==> src/include/lpv_pkg.sv <==
// Package with register map, field positions and reset values of the LO path configuration.
package lpv_pkg;
    localparam int unsigned WORD_W        = 24;
    localparam int unsigned CTRL_W        = 3;
    localparam logic [2:0]  ADDR_LO_PATH  = 3'h5;
    localparam logic [2:0]  ADDR_VCO      = 3'h6;
    localparam logic [2:0]  ADDR_LO_DIV   = 3'h7;
    localparam logic [2:0]  ADDR_CAL_MAX  = 3'h2;
    // LO path and demodulator register fields.
    localparam int unsigned LP_LOW_POWER  = 5;
    localparam int unsigned LP_LO_DIR     = 6;
    localparam int unsigned LP_LO_DRV     = 7;
    localparam int unsigned LP_EXT_PATH   = 8;
    localparam int unsigned LP_EXTDIV_LSB = 9;
    localparam int unsigned LP_EXTDIV_W   = 7;
    // VCO control and enables register fields.
    localparam int unsigned VC_BAND_LSB   = 3;
    localparam int unsigned VC_BAND_W     = 6;
    localparam int unsigned VC_BAND_SRC   = 9;
    localparam int unsigned VC_AMP_LSB    = 10;
    localparam int unsigned VC_AMP_W      = 5;
    localparam int unsigned VC_VCO_EN     = 15;
    localparam int unsigned VC_LDO_EN     = 16;
    localparam int unsigned VC_CP_EN      = 17;
    // LO divider register fields.
    localparam int unsigned LD_OUT_LSB    = 4;
    localparam int unsigned LD_MAIN_LSB   = 6;
    localparam int unsigned LD_MAIN_W     = 4;
    localparam logic [1:0]  OUTDIV_BY8    = 2'h3;
    localparam logic [1:0]  OUTDIV_BY6    = 2'h2;
    localparam logic [1:0]  OUTDIV_BY4    = 2'h1;
    localparam logic [3:0]  RATIO_8       = 4'h8;
    localparam logic [3:0]  RATIO_6       = 4'h6;
    localparam logic [3:0]  RATIO_4       = 4'h4;
    localparam logic [6:0]  EXTDIV_MIN    = 7'h04;
    localparam logic [6:0]  EXTDIV_MAX    = 7'h50;
    localparam logic [4:0]  AMP_RESET     = 5'h18;
    localparam logic [23:0] LO_PATH_RESET = 24'h000805;
    localparam logic [23:0] VCO_RESET     = 24'h03e006;
    localparam logic [23:0] LO_DIV_RESET  = 24'h000017;
    localparam logic [6:0]  MAX_INT       = 7'h77;
    localparam int unsigned SCLK_DIV      = 6;
endpackage

==> src/include/lpv_if.sv <==
// Interface carrying the three-wire serial programming link and the monitor pin.
interface lpv_if;
    logic sclk;
    logic sdata;
    logic sload;
    logic lo_source_pin;
    logic monitor_output_pin;
    modport host (output sclk, output sdata, output sload, output lo_source_pin,
                  input monitor_output_pin);
    modport dev  (input sclk, input sdata, input sload, input lo_source_pin,
                  output monitor_output_pin);
endinterface

==> src/verilog/lpv_dev.sv <==
// Device end: serial receiver, the three configuration registers and their decoded controls.
module lpv_dev (
    input  wire logic        clk,
    input  wire logic        rst,
    input  wire logic        pll_locked,
    input  wire logic [5:0]  cal_band,
    input  wire logic [6:0]  int_ratio,
    input  wire logic [11:0] frac_value,
    input  wire logic [11:0] frac_den,
    input  wire logic [15:0] pfd_mhz,
    output logic             low_power,
    output logic             mixer_high_current,
    output logic             lo_port_is_output,
    output logic             lo_driver_enable,
    output logic             external_lo_path_select,
    output logic             ext_lo_active,
    output logic [6:0]       ext_lo_div,
    output logic [5:0]       vco_band,
    output logic [4:0]       vco_amplitude,
    output logic             vco_enable,
    output logic             ldo_enable,
    output logic             cp_enable,
    output logic [3:0]       out_div_ratio,
    output logic [3:0]       lo_main_div,
    output logic             cal_restart,
    output logic [31:0]      f_vco_x2mod,
    lpv_if.dev               link
);
    // Link pins after their synchronisers.
    logic        sclk_s;
    logic        sdata_s;
    logic        sload_s;
    logic        lo_source_pin_s;
    // Receiver: last seen strobe levels, edge marks and the shift register.
    logic        sclk_p_q;
    logic        sclk_p_d;
    logic        sload_p_q;
    logic        sload_p_d;
    logic        sclk_rise;
    logic        sload_rise;
    logic [23:0] sh_q;
    logic [23:0] sh_d;
    // Register bank and the calibration restart pulse.
    logic [23:0] lp_q;
    logic [23:0] lp_d;
    logic [23:0] vc_q;
    logic [23:0] vc_d;
    logic [23:0] ld_q;
    logic [23:0] ld_d;
    logic        cal_q;
    logic        cal_d;
    // Decoded controls.
    logic        mhc_q;
    logic        mhc_d;
    logic [5:0]  band_q;
    logic [5:0]  band_d;
    logic [3:0]  odr_q;
    logic [3:0]  odr_d;
    logic [6:0]  xd_q;
    logic [6:0]  xd_d;
    logic        xa_q;
    logic        xa_d;
    // Status: lock indication and the scaled loop frequency.
    logic        mon_q;
    logic        mon_d;
    logic [31:0] fv_q;
    logic [31:0] fv_d;

    lpv_sync u_sclk  (.clk(clk), .rst(rst), .d(link.sclk),          .q(sclk_s));
    lpv_sync u_sdata (.clk(clk), .rst(rst), .d(link.sdata),         .q(sdata_s));
    lpv_sync u_sload (.clk(clk), .rst(rst), .d(link.sload),         .q(sload_s));
    lpv_sync u_lo_source_pin (.clk(clk), .rst(rst), .d(link.lo_source_pin), .q(lo_source_pin_s));

    // Receiver. The host moves data only while the serial clock is low, so with the same
    // synchroniser delay on both pins the data is settled at every detected rise.
    always_comb begin
        sclk_p_d   = sclk_s;
        sload_p_d  = sload_s;
        sclk_rise  = sclk_s && !sclk_p_q;
        sload_rise = sload_s && !sload_p_q;
        sh_d       = sh_q;
        if (sclk_rise) begin
            sh_d = {sh_q[22:0], sdata_s};
        end
    end
    always_ff @(posedge clk or posedge rst) begin
        if (rst) begin
            sclk_p_q  <= 1'b0;
            sload_p_q <= 1'b0;
            sh_q      <= 24'h000000;
        end else begin
            sclk_p_q  <= sclk_p_d;
            sload_p_q <= sload_p_d;
            sh_q      <= sh_d;
        end
    end

    // Register bank. A whole word lands at once on the load strobe, so a half-shifted
    // word never reaches the controls.
    always_comb begin
        lp_d  = lp_q;
        vc_d  = vc_q;
        ld_d  = ld_q;
        cal_d = 1'b0;
        if (sload_rise) begin
            case (sh_q[2:0])
                lpv_pkg::ADDR_LO_PATH: lp_d = sh_q;
                lpv_pkg::ADDR_VCO:     vc_d = sh_q;
                lpv_pkg::ADDR_LO_DIV:  ld_d = sh_q;
                default: begin
                    // Other registers live elsewhere; only the calibration restart is seen here.
                    cal_d = (sh_q[2:0] <= lpv_pkg::ADDR_CAL_MAX);
                end
            endcase
        end
    end
    always_ff @(posedge clk or posedge rst) begin
        if (rst) begin
            lp_q  <= lpv_pkg::LO_PATH_RESET;
            vc_q  <= lpv_pkg::VCO_RESET;
            ld_q  <= lpv_pkg::LO_DIV_RESET;
            cal_q <= 1'b0;
        end else begin
            lp_q  <= lp_d;
            vc_q  <= vc_d;
            ld_q  <= ld_d;
            cal_q <= cal_d;
        end
    end

    // Decoded controls are registered so that every output leaves a flip-flop; the extra
    // cycle of latency is far below the spacing of two serial words.
    always_comb begin
        mhc_d = ~lp_q[lpv_pkg::LP_LOW_POWER];
        if (vc_q[lpv_pkg::VC_BAND_SRC]) begin
            band_d = vc_q[lpv_pkg::VC_BAND_LSB +: lpv_pkg::VC_BAND_W];
        end else begin
            band_d = cal_band;
        end
        case (ld_q[lpv_pkg::LD_OUT_LSB +: 2])
            lpv_pkg::OUTDIV_BY8: odr_d = lpv_pkg::RATIO_8;
            lpv_pkg::OUTDIV_BY6: odr_d = lpv_pkg::RATIO_6;
            default:             odr_d = lpv_pkg::RATIO_4;
        endcase
        // The external divide is clamped to the range that the mixer divider can serve.
        xd_d = lp_q[lpv_pkg::LP_EXTDIV_LSB +: lpv_pkg::LP_EXTDIV_W];
        if (xd_d < lpv_pkg::EXTDIV_MIN) begin
            xd_d = lpv_pkg::EXTDIV_MIN;
        end
        if (xd_d > lpv_pkg::EXTDIV_MAX) begin
            xd_d = lpv_pkg::EXTDIV_MAX;
        end
        xa_d = !lo_source_pin_s && !lp_q[lpv_pkg::LP_LO_DRV] && lp_q[lpv_pkg::LP_EXT_PATH];
    end
    always_ff @(posedge clk or posedge rst) begin
        if (rst) begin
            mhc_q  <= ~lpv_pkg::LO_PATH_RESET[lpv_pkg::LP_LOW_POWER];
            band_q <= 6'h00;
            odr_q  <= lpv_pkg::RATIO_4;
            xd_q   <= lpv_pkg::EXTDIV_MIN;
            xa_q   <= 1'b0;
        end else begin
            mhc_q  <= mhc_d;
            band_q <= band_d;
            odr_q  <= odr_d;
            xd_q   <= xd_d;
            xa_q   <= xa_d;
        end
    end

    // The frequency word is pfd * 2 * (int * den + frac); its reader divides by den, which
    // keeps a divider out of this logic. With the whole ratio kept to 119 it wraps only
    // above about 4370 MHz at the phase detector.
    always_comb begin
        mon_d = pll_locked;
        fv_d  = 32'(pfd_mhz) * 32'({int_ratio, 1'b0}) * 32'(frac_den)
              + 32'(pfd_mhz) * 32'({frac_value, 1'b0});
    end
    always_ff @(posedge clk or posedge rst) begin
        if (rst) begin
            mon_q <= 1'b0;
            fv_q  <= 32'h00000000;
        end else begin
            mon_q <= mon_d;
            fv_q  <= fv_d;
        end
    end

    assign low_power               = lp_q[lpv_pkg::LP_LOW_POWER];
    assign mixer_high_current      = mhc_q;
    assign lo_port_is_output       = lp_q[lpv_pkg::LP_LO_DIR];
    assign lo_driver_enable        = lp_q[lpv_pkg::LP_LO_DRV];
    assign external_lo_path_select = lp_q[lpv_pkg::LP_EXT_PATH];
    assign ext_lo_active           = xa_q;
    assign ext_lo_div              = xd_q;
    assign vco_band                = band_q;
    assign vco_amplitude           = vc_q[lpv_pkg::VC_AMP_LSB +: lpv_pkg::VC_AMP_W];
    assign vco_enable              = vc_q[lpv_pkg::VC_VCO_EN];
    assign ldo_enable              = vc_q[lpv_pkg::VC_LDO_EN];
    assign cp_enable               = vc_q[lpv_pkg::VC_CP_EN];
    assign out_div_ratio           = odr_q;
    assign lo_main_div             = ld_q[lpv_pkg::LD_MAIN_LSB +: lpv_pkg::LD_MAIN_W];
    assign cal_restart             = cal_q;
    assign f_vco_x2mod             = fv_q;
    assign link.monitor_output_pin = mon_q;
endmodule

==> src/verilog/lpv_sync.sv <==
// Two-flip-flop synchroniser for a single pin.
module lpv_sync (
    input  wire logic clk,
    input  wire logic rst,
    input  wire logic d,
    output logic      q
);
    logic s1_q;
    logic s1_d;
    logic s2_q;
    logic s2_d;
    always_comb begin
        s1_d = d;
        s2_d = s1_q;
    end
    always_ff @(posedge clk or posedge rst) begin
        if (rst) begin
            s1_q <= 1'b0;
            s2_q <= 1'b0;
        end else begin
            s1_q <= s1_d;
            s2_q <= s2_d;
        end
    end
    assign q = s2_q;
endmodule

==> src/flat_wrapper.sv <==
// flat-port wrapper written by rule: the top's interface ports become plain ports
module lpv_dev_flat 
  (clk, rst, pll_locked, cal_band, int_ratio, frac_value, frac_den, pfd_mhz, low_power, mixer_high_current, lo_port_is_output, lo_driver_enable, external_lo_path_select, ext_lo_active, ext_lo_div, vco_band, vco_amplitude, vco_enable, ldo_enable, cp_enable, out_div_ratio, lo_main_div, cal_restart, f_vco_x2mod, link_sclk, link_sdata, link_sload, link_lo_source_pin, link_monitor_output_pin);
  lpv_if link_i ();
  input  wire logic clk;
  input  wire logic rst;
  input  wire logic pll_locked;
  input  wire logic [5:0] cal_band;
  input  wire logic [6:0] int_ratio;
  input  wire logic [11:0] frac_value;
  input  wire logic [11:0] frac_den;
  input  wire logic [15:0] pfd_mhz;
  output logic low_power;
  output logic mixer_high_current;
  output logic lo_port_is_output;
  output logic lo_driver_enable;
  output logic external_lo_path_select;
  output logic ext_lo_active;
  output logic [6:0] ext_lo_div;
  output logic [5:0] vco_band;
  output logic [4:0] vco_amplitude;
  output logic vco_enable;
  output logic ldo_enable;
  output logic cp_enable;
  output logic [3:0] out_div_ratio;
  output logic [3:0] lo_main_div;
  output logic cal_restart;
  output logic [31:0] f_vco_x2mod;
  input wire logic [$bits(link_i.sclk)-1:0] link_sclk;
  input wire logic [$bits(link_i.sdata)-1:0] link_sdata;
  input wire logic [$bits(link_i.sload)-1:0] link_sload;
  input wire logic [$bits(link_i.lo_source_pin)-1:0] link_lo_source_pin;
  output wire logic [$bits(link_i.monitor_output_pin)-1:0] link_monitor_output_pin;
  assign link_i.sclk = link_sclk;
  assign link_i.sdata = link_sdata;
  assign link_i.sload = link_sload;
  assign link_i.lo_source_pin = link_lo_source_pin;
  assign link_monitor_output_pin = link_i.monitor_output_pin;
  lpv_dev u_core (.clk(clk), .rst(rst), .pll_locked(pll_locked), .cal_band(cal_band), .int_ratio(int_ratio), .frac_value(frac_value), .frac_den(frac_den), .pfd_mhz(pfd_mhz), .low_power(low_power), .mixer_high_current(mixer_high_current), .lo_port_is_output(lo_port_is_output), .lo_driver_enable(lo_driver_enable), .external_lo_path_select(external_lo_path_select), .ext_lo_active(ext_lo_active), .ext_lo_div(ext_lo_div), .vco_band(vco_band), .vco_amplitude(vco_amplitude), .vco_enable(vco_enable), .ldo_enable(ldo_enable), .cp_enable(cp_enable), .out_div_ratio(out_div_ratio), .lo_main_div(lo_main_div), .cal_restart(cal_restart), .f_vco_x2mod(f_vco_x2mod), .link(link_i));
endmodule
==> config.mk <==
export PLATFORM = sky130hd
export DESIGN_NAME = lpv_dev_flat
export DESIGN_NICKNAME = d
export VERILOG_FILES = /design/src/include/lpv_pkg.sv /design/src/include/lpv_if.sv /design/src/verilog/lpv_dev.sv /design/src/verilog/lpv_sync.sv /design/src/flat_wrapper.sv
export SDC_FILE = /design/constraint.sdc
export NUM_CORES = 1
export LEC_CHECK = 0
export BUFFER_PORTS_ARGS = -buffer_cell sky130_fd_sc_hd__buf_2
export CAP_MARGIN = 20
export CORE_MARGIN = 2
export CORE_UTILIZATION = 45
export DETAILED_ROUTE_END_ITERATION = 8
export GPL_ROUTABILITY_DRIVEN = 0
export PLACE_DENSITY = 0.67
export SETUP_SLACK_MARGIN = 0.2
export SLEW_MARGIN = 40
export SYNTH_ARGS = -nofsm -noshare
export SYNTH_HDL_FRONTEND = slang
export SYNTH_SLANG_ARGS = --single-unit
==> constraint.sdc <==
create_clock -name clk -period 3.85 [get_ports clk]
set_input_delay 0.385 -clock clk [delete_from_list [all_inputs] [get_ports clk]]
set_output_delay 0.385 -clock clk [all_outputs]
set_load 0.02 [all_outputs]
==> flow_metrics.py, run 1 <==
metrics = {
    "placement": {
        "placement.io_buffers": 126,
        "hpwl_um": 49100,
    },
    "drt": {
        "wl_um": 58200,
        "wire_per_inst_um": 16.1,
        "vias_per_cell": 5.11,
        "dr.pass1.iters": 5,
        "first_iter_violations": 851,
        "vias": 18500,
        "ant_nets": 0,
        "drc": 0,
    },
    "finish": {
        "finalNetCount": 3614,
        "antenna_cells": 0,
        "nFillCells": 4170,
        "final_common_cell": "inv_1",
        "syn2layout_area_growth_pct": 28.1,
        "final_cell_mix": "452 x inv_1, 422 x buf_4, 411 x fa_1, 371 x nand2_1, 184 x and2_1",
        "layout-drive-gt1-share_pct": 30.3,
    },
    "critical_path": {
        "cp-end-kind": "register",
        "slowest_stage": "fa_1",
        "crit_path_max_incr_delay_ps": 540,
        "crit_buf_inv": 6,
        "cp_data_required_time_ps": 4120,
        "cp_data_arrival_time_ps": 9930,
        "cpMostUsedCell": "fa_1",
        "cp_max_fo": 6,
        "critPathTopFamily": "adder cells",
        "cp-start-kind": "input port",
        "setup.worst_path.class": "input port to register",
    },
    "clock_tree": {
        "cts.sinks": 111,
        "cts_tree": "yes",
        "clkTransAtPathRegs_ps": 90,
        "cts_root_buffer": "clkbuf_16",
        "numCtsBuffers": 9,
        "holdBufCountCts": 0,
        "htree_levels": 3,
        "ctsLongestPathBuffers": 2,
        "clk-insertion-delay-late_ps": 370,
    },
    "sta": {
        "fin_ws_ps": -5810,
        "finClkSkew_ps": 18.5,
        "fin_crit_sh_pct": 251,
        "finalSetupTns_ps": -128570,
        "setup_viol": 28,
        "finalHoldViolCount": 0,
        "relSlewSlack_pct": 60.0,
        "period_needed_ps": 9660,
        "grt_setup_unrepaired": "yes",
        "max_freq_ghz": 0.104,
        "worst_pin_slew_ps": 597,
        "finalMaxSlewViolations": 0,
    },
    "die": {
        "rows": 81,
        "chipWidth_um": 228,
        "fp.dieArea_um2": 51800,
        "core_region_area_um2": 49200,
        "ioPinCount": 129,
        "die_y_um": 228,
        "start_util_pct": 45.7,
    },
    "worst_hold_path": {
        "hold_path_class": "input port to async pin",
    },
    "synthesis": {
        "ys_warn_count": 0,
        "ys.flop_type": "dfrtp_1",
        "async_flop_share_pct": 100,
        "syn_avg_cell_area_um2": 9.16,
        "yosys.area.top_type_share_pct": 36.9,
        "yosys-top-cells-area": "fa_1 37%, dfrtp_1 11%, ha_1 11%, inv_1 8.0%, nand2_1 6.5%",
        "synth_enable_flop_cells": 0,
        "syn_area_um2": 22500,
        "synth_cells": 2454,
        "ys_seq_area_share_pct": 12.4,
        "yosys.area.top_type": "fa_1",
        "synth_seq_cells": 111,
        "ys_types": 67,
    },
    "grt": {
        "grt_max_degree": 68,
        "grt-ovfl-total": 0,
        "grt_pass1_wl_um": 96800,
        "track_usage_pct": 23.4,
        "grt_antenna_before_repair": 0,
        "grt_pass1_vias": 20200,
    },
    "run_status": {
        "outcome": "finished with violations",
        "violations": "setup timing",
    },
    "job": {
        "cap_violations": 0,
    },
}
synth_stat cells, drive strengths merged (12+ instances only):
cell type    n
clkbuf      96
and3        16
nand3       15
a21o        40
nor3        21
and2       198
mux2        55
ha         191
o21a        16
inv        479
nand2b      16
o21ai       43
buf         12
o21bai      14
xnor2       62
a21oi       78
fa         415
nor2b       18
nor2        51
xor2        27
dfrtp      101
nand2      389
registers in the layout, indices dropped and copies added (netlist names), 3 cells and up:
name,count
u_core.f_vco_x2mod,31
u_core.sh_q,18
u_core.vc_q,15
u_core.lp_q,11
u_core.ext_lo_div,7
u_core.ld_q,6
u_core.vco_band,6
u_core.out_div_ratio,3
logic make-up (layout without fill, tap and decap cells):
group / after synthesis / in the layout / share of synthesized area, %
fa+ha+maj: 606 / 606 / 47.6
flops: 111 / 111 / 12.4
simple gates: 753 / 753 / 16.0
buf+inv: 587 / 1085 / 9.98
xor+xnor: 91 / 91 / 3.67
other cells: 1 / 2 / 0.0167
mux: 55 / 55 / 2.75
compound gates: 250 / 250 / 7.62
repair_timing:
| action | CTS | global route |
|---|---|---|
| pin swaps | 90 | 88 |
| endpoints found under the setup margin | 29 | 28 |
| gates resized for setup | 147 | 70 |
| buffers inserted | 31 | 17 |
| cloned | 1 | 0 |
final timing paths:
kind | start | end | slack [ps] | depth (start not counted)
min | rst | u_core.link.monitor_output_pin | 80 | 2
max | int_ratio[4] | u_core.f_vco_x2mod[30] | -5810 | 38
min in group clk | link_lo_source_pin | u_core.u_lo_source_pin.s1_q | 110 | 1
max reg2reg | u_core.sload_p_q | u_core.ld_q[9] | 2220 | 3
max in group asynchronous | rst | u_core.ld_q[4] | 2950 | 3
min reg2reg | u_core.u_sdata.s1_q | u_core.u_sdata.q | 350 | 0
layer usage:
metal  GRT usage, %  part of all wire, %  vias up
li1               -                    -     8505
met1           28.7                   40     9385
met2           42.3                   51      458
met3           2.56                  4.4      119
met4           8.54                  4.0        0
met5              0                    0        -
final cells by class:
cell class / instances / area, um2 / share of cell area (%)
inverters: 479 / 1800 / 6.26
repair buffers: 590 / 4350 / 15.1
well taps: 664 / 831 / 2.88
flip-flops and latches: 111 / 2790 / 9.69
clock inverters: 7 / 96.3 / 0.334
clock buffers: 9 / 225 / 0.782
multi-input cells: 1757 / 18700 / 64.9
per-stage QoR:
stage          instance area, um2  utilization, %  hold WS [ps]  std cells  setup WS, ps
2_1_floorplan               23100               -           331       2455         -5780
5_1_grt                     28800            58.6           103       3617         -6100
3_5_place_dp                27100            55.2           337       3552         -6340
4_1_cts                     28400            57.7           106       3600         -5760
3_3_place_gp                27100            55.2           334       3552         -6240
6_report                    28800            58.6          81.5       3617         -5810
Power of run 1 is not shown: default switching activity piles up to over one toggle a cycle in this logic, so the estimate is an artifact.
==> inputs of run 2 (changes only) <==
==> constraint.sdc (replaced) <==
create_clock -name clk -period 9.69 [get_ports clk]
set_input_delay 0.969 -clock clk [delete_from_list [all_inputs] [get_ports clk]]
set_output_delay 0.969 -clock clk [all_outputs]
set_load 0.02 [all_outputs]
==> run 2 against run 1 <==
Effect of this change: the flow still finishes with violations (setup timing); cell count decreased by 4.5%; routed wire length decreased by 4.0%; critical path depth increased by 5; clock-buffer cell count unchanged; critical path type unchanged; largest cell class unchanged.
==> flow_metrics.py, run 2 (synthesized netlist as in run 1, its figures left out) <==
metrics = {
    "critical_path": {
        "cp-start-kind": "input port",
        "critPathTopFamily": "adder cells",
        "slowest_stage": "fa_1",
        "crit_buf_inv": 9,
        "cp_data_arrival_time_ps": 10400,
        "r2r_setup_slack_ps": 7600,
        "cpMostUsedCell": "fa_1",
        "cp_data_required_time_ps": 9950,
        "crit_path_max_incr_delay_ps": 540,
        "cp-end-kind": "register",
        "setup.worst_path.class": "input port to register",
        "cp_max_fo": 6,
    },
    "placement": {
        "placement.io_buffers": 126,
        "hpwl_um": 46500,
    },
    "drt": {
        "highest_layer": "met4",
        "drc": 0,
        "wire_per_inst_um": 16.2,
        "ant_nets": 0,
        "first_iter_violations": 941,
        "dr.pass1.iters": 5,
        "vias": 17800,
        "dr_wl_met2_um": 28300,
        "wl_met3_um": 2950,
        "wl_um": 55900,
        "wl_met1_um": 22700,
        "vias_per_cell": 5.15,
    },
    "sta": {
        "finalSetupTns_ps": -2930,
        "whs_ps": 353,
        "period_needed_ps": 10150,
        "fin_ws_ps": -460,
        "grt_setup_unrepaired": "yes",
        "max_freq_ghz": 0.0985,
        "setup_viol": 10,
        "fin_crit_sh_pct": 105,
        "finalMaxSlewViolations": 0,
        "finalHoldViolCount": 0,
        "finClkSkew_ps": 11.4,
        "relSlewSlack_pct": 46.9,
        "worst_pin_slew_ps": 793,
    },
    "grt": {
        "grt-ovfl-total": 0,
        "grt_pass1_vias": 19100,
        "grt_max_degree": 75,
        "grt_pass1_wl_um": 92200,
        "grt_antenna_before_repair": 0,
        "track_usage_pct": 22.1,
    },
    "clock_tree": {
        "holdBufCountCts": 0,
        "numCtsBuffers": 9,
        "cts.sinks": 111,
        "htree_levels": 3,
        "clk-insertion-delay-late_ps": 370,
        "ctsLongestPathBuffers": 2,
        "clkTransAtPathRegs_ps": 90,
        "cts_root_buffer": "clkbuf_16",
        "cts_tree": "yes",
    },
    "die": {
        "chipWidth_um": 228,
        "start_util_pct": 45.7,
        "fp.dieArea_um2": 51800,
        "core_region_area_um2": 49200,
        "ioPinCount": 129,
        "die_y_um": 228,
        "rows": 81,
    },
    "finish": {
        "final_common_cell": "inv_1",
        "finalNetCount": 3452,
        "nFillCells": 4308,
        "largest_register_ffs": 31,
        "syn2layout_area_growth_pct": 20.5,
        "post-route-util_pct": 55.1,
        "layout-drive-gt1-share_pct": 24.4,
        "final_cell_mix": "459 x inv_1, 414 x fa_1, 372 x nand2_1, 283 x buf_4, 191 x and2_1",
    },
    "worst_hold_path": {
        "hold_path_class": "register to register",
    },
    "run_status": {
        "violations": "setup timing",
        "outcome": "finished with violations",
    },
    "job": {
        "cap_violations": 0,
    },
}
## run 2: changes by cell type in the layout (fill, tap and decap cells not counted), moves of 4 or more
cell     delta
a21oi_1     +4
xnor2_1     +7
buf_6      -25
ha_1       +18
ha_4       -17
xnor2_4     -4
and2_1      +7
buf_4     -139
inv_2       -7
and2_4      -7
o21ai_0     +4
inv_1       +7
## run 2: area by class of cell
class / count / area [um2] / area share [%]
clock inverters: 7 / 96.3 / 0.356
repair buffers: 428 / 3070 / 11.3
flip-flops and latches: 111 / 2790 / 10.3
multi-input cells: 1757 / 18300 / 67.4
diodes: 1 / 2.50 / 0.00924
well taps: 664 / 831 / 3.07
clock buffers: 9 / 225 / 0.831
inverters: 479 / 1800 / 6.65
## run 2: worst paths after layout
check / startpoint / cells past startpoint / end
setup / recovery: pfd_mhz[3] / 43 / u_core.f_vco_x2mod[31]
hold / removal: u_core.u_sload.s1_q / 0 / u_core.u_sload.q
setup reg to reg: u_core.sload_p_q / 4 / u_core.vc_q[4]
hold reg to reg: u_core.u_sload.s1_q / 0 / u_core.u_sload.q
max in group asynchronous: rst / 3 / u_core.f_vco_x2mod[21]
min in group asynchronous: rst / 2 / u_core.vc_q[12]
## run 2: repair_timing
| item | in CTS | in global routing |
|---|---|---|
| setup buffers | 24 | 12 |
| setup endpoints to repair | 16 | 18 |
| pin swaps | 62 | 42 |
| resized for setup | 77 | 75 |
## run 2: per-layer routing
metal,up-vias,GRT usage [%]
met5,-,0
met3,107,3.28
met2,482,38.9
met4,0,7.86
met1,9032,27.7
li1,8175,-
## run 2: metrics by stage
step,cell area [um2],setup slack [ps],cells
2_1_floorplan,22800,-527,2455
3_3_place_gp,25800,-1020,3402
3_5_place_dp,25800,-1160,3403
4_1_cts,26700,-427,3443
5_1_grt,27100,-835,3455
6_report,27100,-460,3456
Power of run 2 is left out for the same reason.
==> inputs of run 3 (changes only) <==
--- a/config.mk
+++ b/config.mk
@@ -7,6 +7,7 @@
 export LEC_CHECK = 0
 export BUFFER_PORTS_ARGS = -buffer_cell sky130_fd_sc_hd__buf_2
 export CAP_MARGIN = 20
+export CORE_ASPECT_RATIO = 1.4
 export CORE_MARGIN = 2
 export CORE_UTILIZATION = 45
 export DETAILED_ROUTE_END_ITERATION = 8
==> run 3 against run 2 <==
Effect of this change: the run still ends with setup timing left; routed wire length rose by 6.5%; sequential share of layout area grew 0.066 points; via count up 1.5%; clock-buffer cell count up 1; cell count down 0.90%; flip-flop and latch count unchanged; critical path type unchanged; critical endpoint is now u_core.f_vco_x2mod[30].
==> flow_metrics.py, run 3 (synthesized netlist as in run 1, its figures left out) <==
metrics = {
    "run_status": {
        "outcome": "finished with violations",
        "violations": "setup timing",
    },
    "sta": {
        "worst_pin_slew_ps": 714,
        "setup_viol": 10,
        "finClkSkew_ps": 12.6,
        "grt_setup_unrepaired": "yes",
        "period_needed_ps": 10280,
        "finalMaxSlewViolations": 0,
        "finalHoldViolCount": 0,
        "finalSetupTns_ps": -4210,
        "fin_ws_ps": -590,
        "max_freq_ghz": 0.0973,
        "relSlewSlack_pct": 52.4,
        "fin_crit_sh_pct": 106,
    },
    "placement": {
        "hpwl_um": 49700,
        "dp_slack_ps": -1100,
        "placement.io_buffers": 126,
    },
    "drt": {
        "vias_per_cell": 5.27,
        "wire_per_inst_um": 17.4,
        "drc": 0,
        "first_iter_violations": 788,
        "dr.pass1.iters": 5,
        "wl_um": 59500,
        "ant_nets": 0,
        "vias": 18100,
    },
    "clock_tree": {
        "cts_root_buffer": "clkbuf_16",
        "cts.sinks": 111,
        "clk-insertion-delay-late_ps": 340,
        "ctsLongestPathBuffers": 2,
        "holdBufCountCts": 0,
        "cts_tree": "yes",
        "numCtsBuffers": 9,
        "htree_levels": 3,
        "clkTransAtPathRegs_ps": 80,
    },
    "critical_path": {
        "slowest_stage": "fa_1",
        "cp_data_required_time_ps": 9930,
        "critPathTopFamily": "adder cells",
        "cp_data_arrival_time_ps": 10520,
        "cp_max_fo": 8,
        "setup.worst_path.class": "input port to register",
        "crit_path_max_incr_delay_ps": 560,
        "cpMostUsedCell": "fa_1",
        "cp-start-kind": "input port",
        "crit_buf_inv": 10,
        "cp-end-kind": "register",
    },
    "finish": {
        "nFillCells": 4435,
        "seqCellArea_um2": 2790,
        "layout-drive-gt1-share_pct": 23.6,
        "final_cell_mix": "464 x inv_1, 414 x fa_1, 377 x nand2_1, 281 x buf_4, 189 x and2_1",
        "multiInputGateArea_um2": 18200,
        "syn2layout_area_growth_pct": 19.7,
        "finalNetCount": 3449,
        "final_common_cell": "inv_1",
        "antenna_cells": 0,
        "largest_register_ffs": 31,
        "post-route-util_pct": 54.7,
    },
    "grt": {
        "grt_antenna_before_repair": 1,
        "grt_pass1_wl_um": 97700,
        "busiest_layer": "met2",
        "track_usage_pct": 23.8,
        "grt_pass1_vias": 20200,
        "met2_usage_pct": 45.6,
        "met1_usage_pct": 25.5,
        "use_met3_pct": 2.49,
        "grt-ovfl-total": 0,
        "grt_max_degree": 80,
    },
    "die": {
        "core_region_area_um2": 49200,
        "die_y_um": 268,
        "chipWidth_um": 193,
        "rows": 96,
        "fp.dieArea_um2": 51800,
        "ioPinCount": 129,
        "start_util_pct": 45.7,
    },
    "worst_hold_path": {
        "hold_path_class": "register to register",
    },
    "job": {
        "cap_violations": 0,
    },
}
-- run 3: cell types whose count changed in the layout (fill, tap and decap cells not counted), moves of 4 or more --
cell     change
nand2_2      -5
inv_2        -5
a21oi_1      +6
xnor2_1      +6
nand2_1      +5
a21oi_2      -6
nor2_1       +4
inv_1        +5
xnor2_2      -6
-- run 3: worst paths after layout --
kind / from / endpoint / slack, ps / cells past startpoint
setup / recovery: pfd_mhz[5] / u_core.f_vco_x2mod[30] / -590 / 41
hold / removal: u_core.u_lo_source_pin.s1_q / u_core.u_lo_source_pin.q / 370 / 0
setup reg to reg: u_core.sload_p_q / u_core.lp_q[9] / 7880 / 4
hold reg to reg: u_core.u_lo_source_pin.s1_q / u_core.u_lo_source_pin.q / 370 / 0
max in group asynchronous: rst / u_core.f_vco_x2mod[4] / 8030 / 3
min in group asynchronous: rst / u_core.link.monitor_output_pin / 620 / 2
-- run 3: worst reg2reg max path, stage by stage, from the launching register on --
cell	delay, ps
dfrtp_1	380
nand3b_1	230
nor3b_2	480
buf_4	260
mux2_2	340
-- run 3: timing repair --
item                                    4_1_cts  5_1_grt
endpoints found under the setup margin       16       17
hold endpoints to repair                      0        0
buffers inserted                             22       14
gates resized for setup                      87       49
pin swaps                                    76       58
-- run 3: metal layers --
layer  share of wire, %  vias to the layer above  routed length, um
li1                   -                     8163                  -
met4                5.5                        2               3280
met1                 35                     9185              21100
met3                4.2                      189               2510
met2                 55                      516              32600
met5              0.022                        -                 13
-- run 3: layout make-up --
| type | count | area share [%] |
|---|---|---|
| Tap cell | 637 | 2.96 |
| Sequential cell | 111 | 10.4 |
| Clock inverter | 6 | 0.228 |
| Inverter | 479 | 6.69 |
| Clock buffer | 10 | 0.888 |
| Timing Repair Buffer | 425 | 11.3 |
| Multi-Input combinational cell | 1757 | 67.6 |
-- run 3: metrics by stage --
step | instances | hold slack [ps] | area [um2]
2_1_floorplan | 2455 | 331 | 22800
3_3_place_gp | 3373 | 344 | 25800
3_5_place_dp | 3373 | 355 | 25800
4_1_cts | 3411 | 371 | 26600
5_1_grt | 3425 | 378 | 26900
6_report | 3425 | 367 | 26900
Power of run 3 is left out for the same reason.
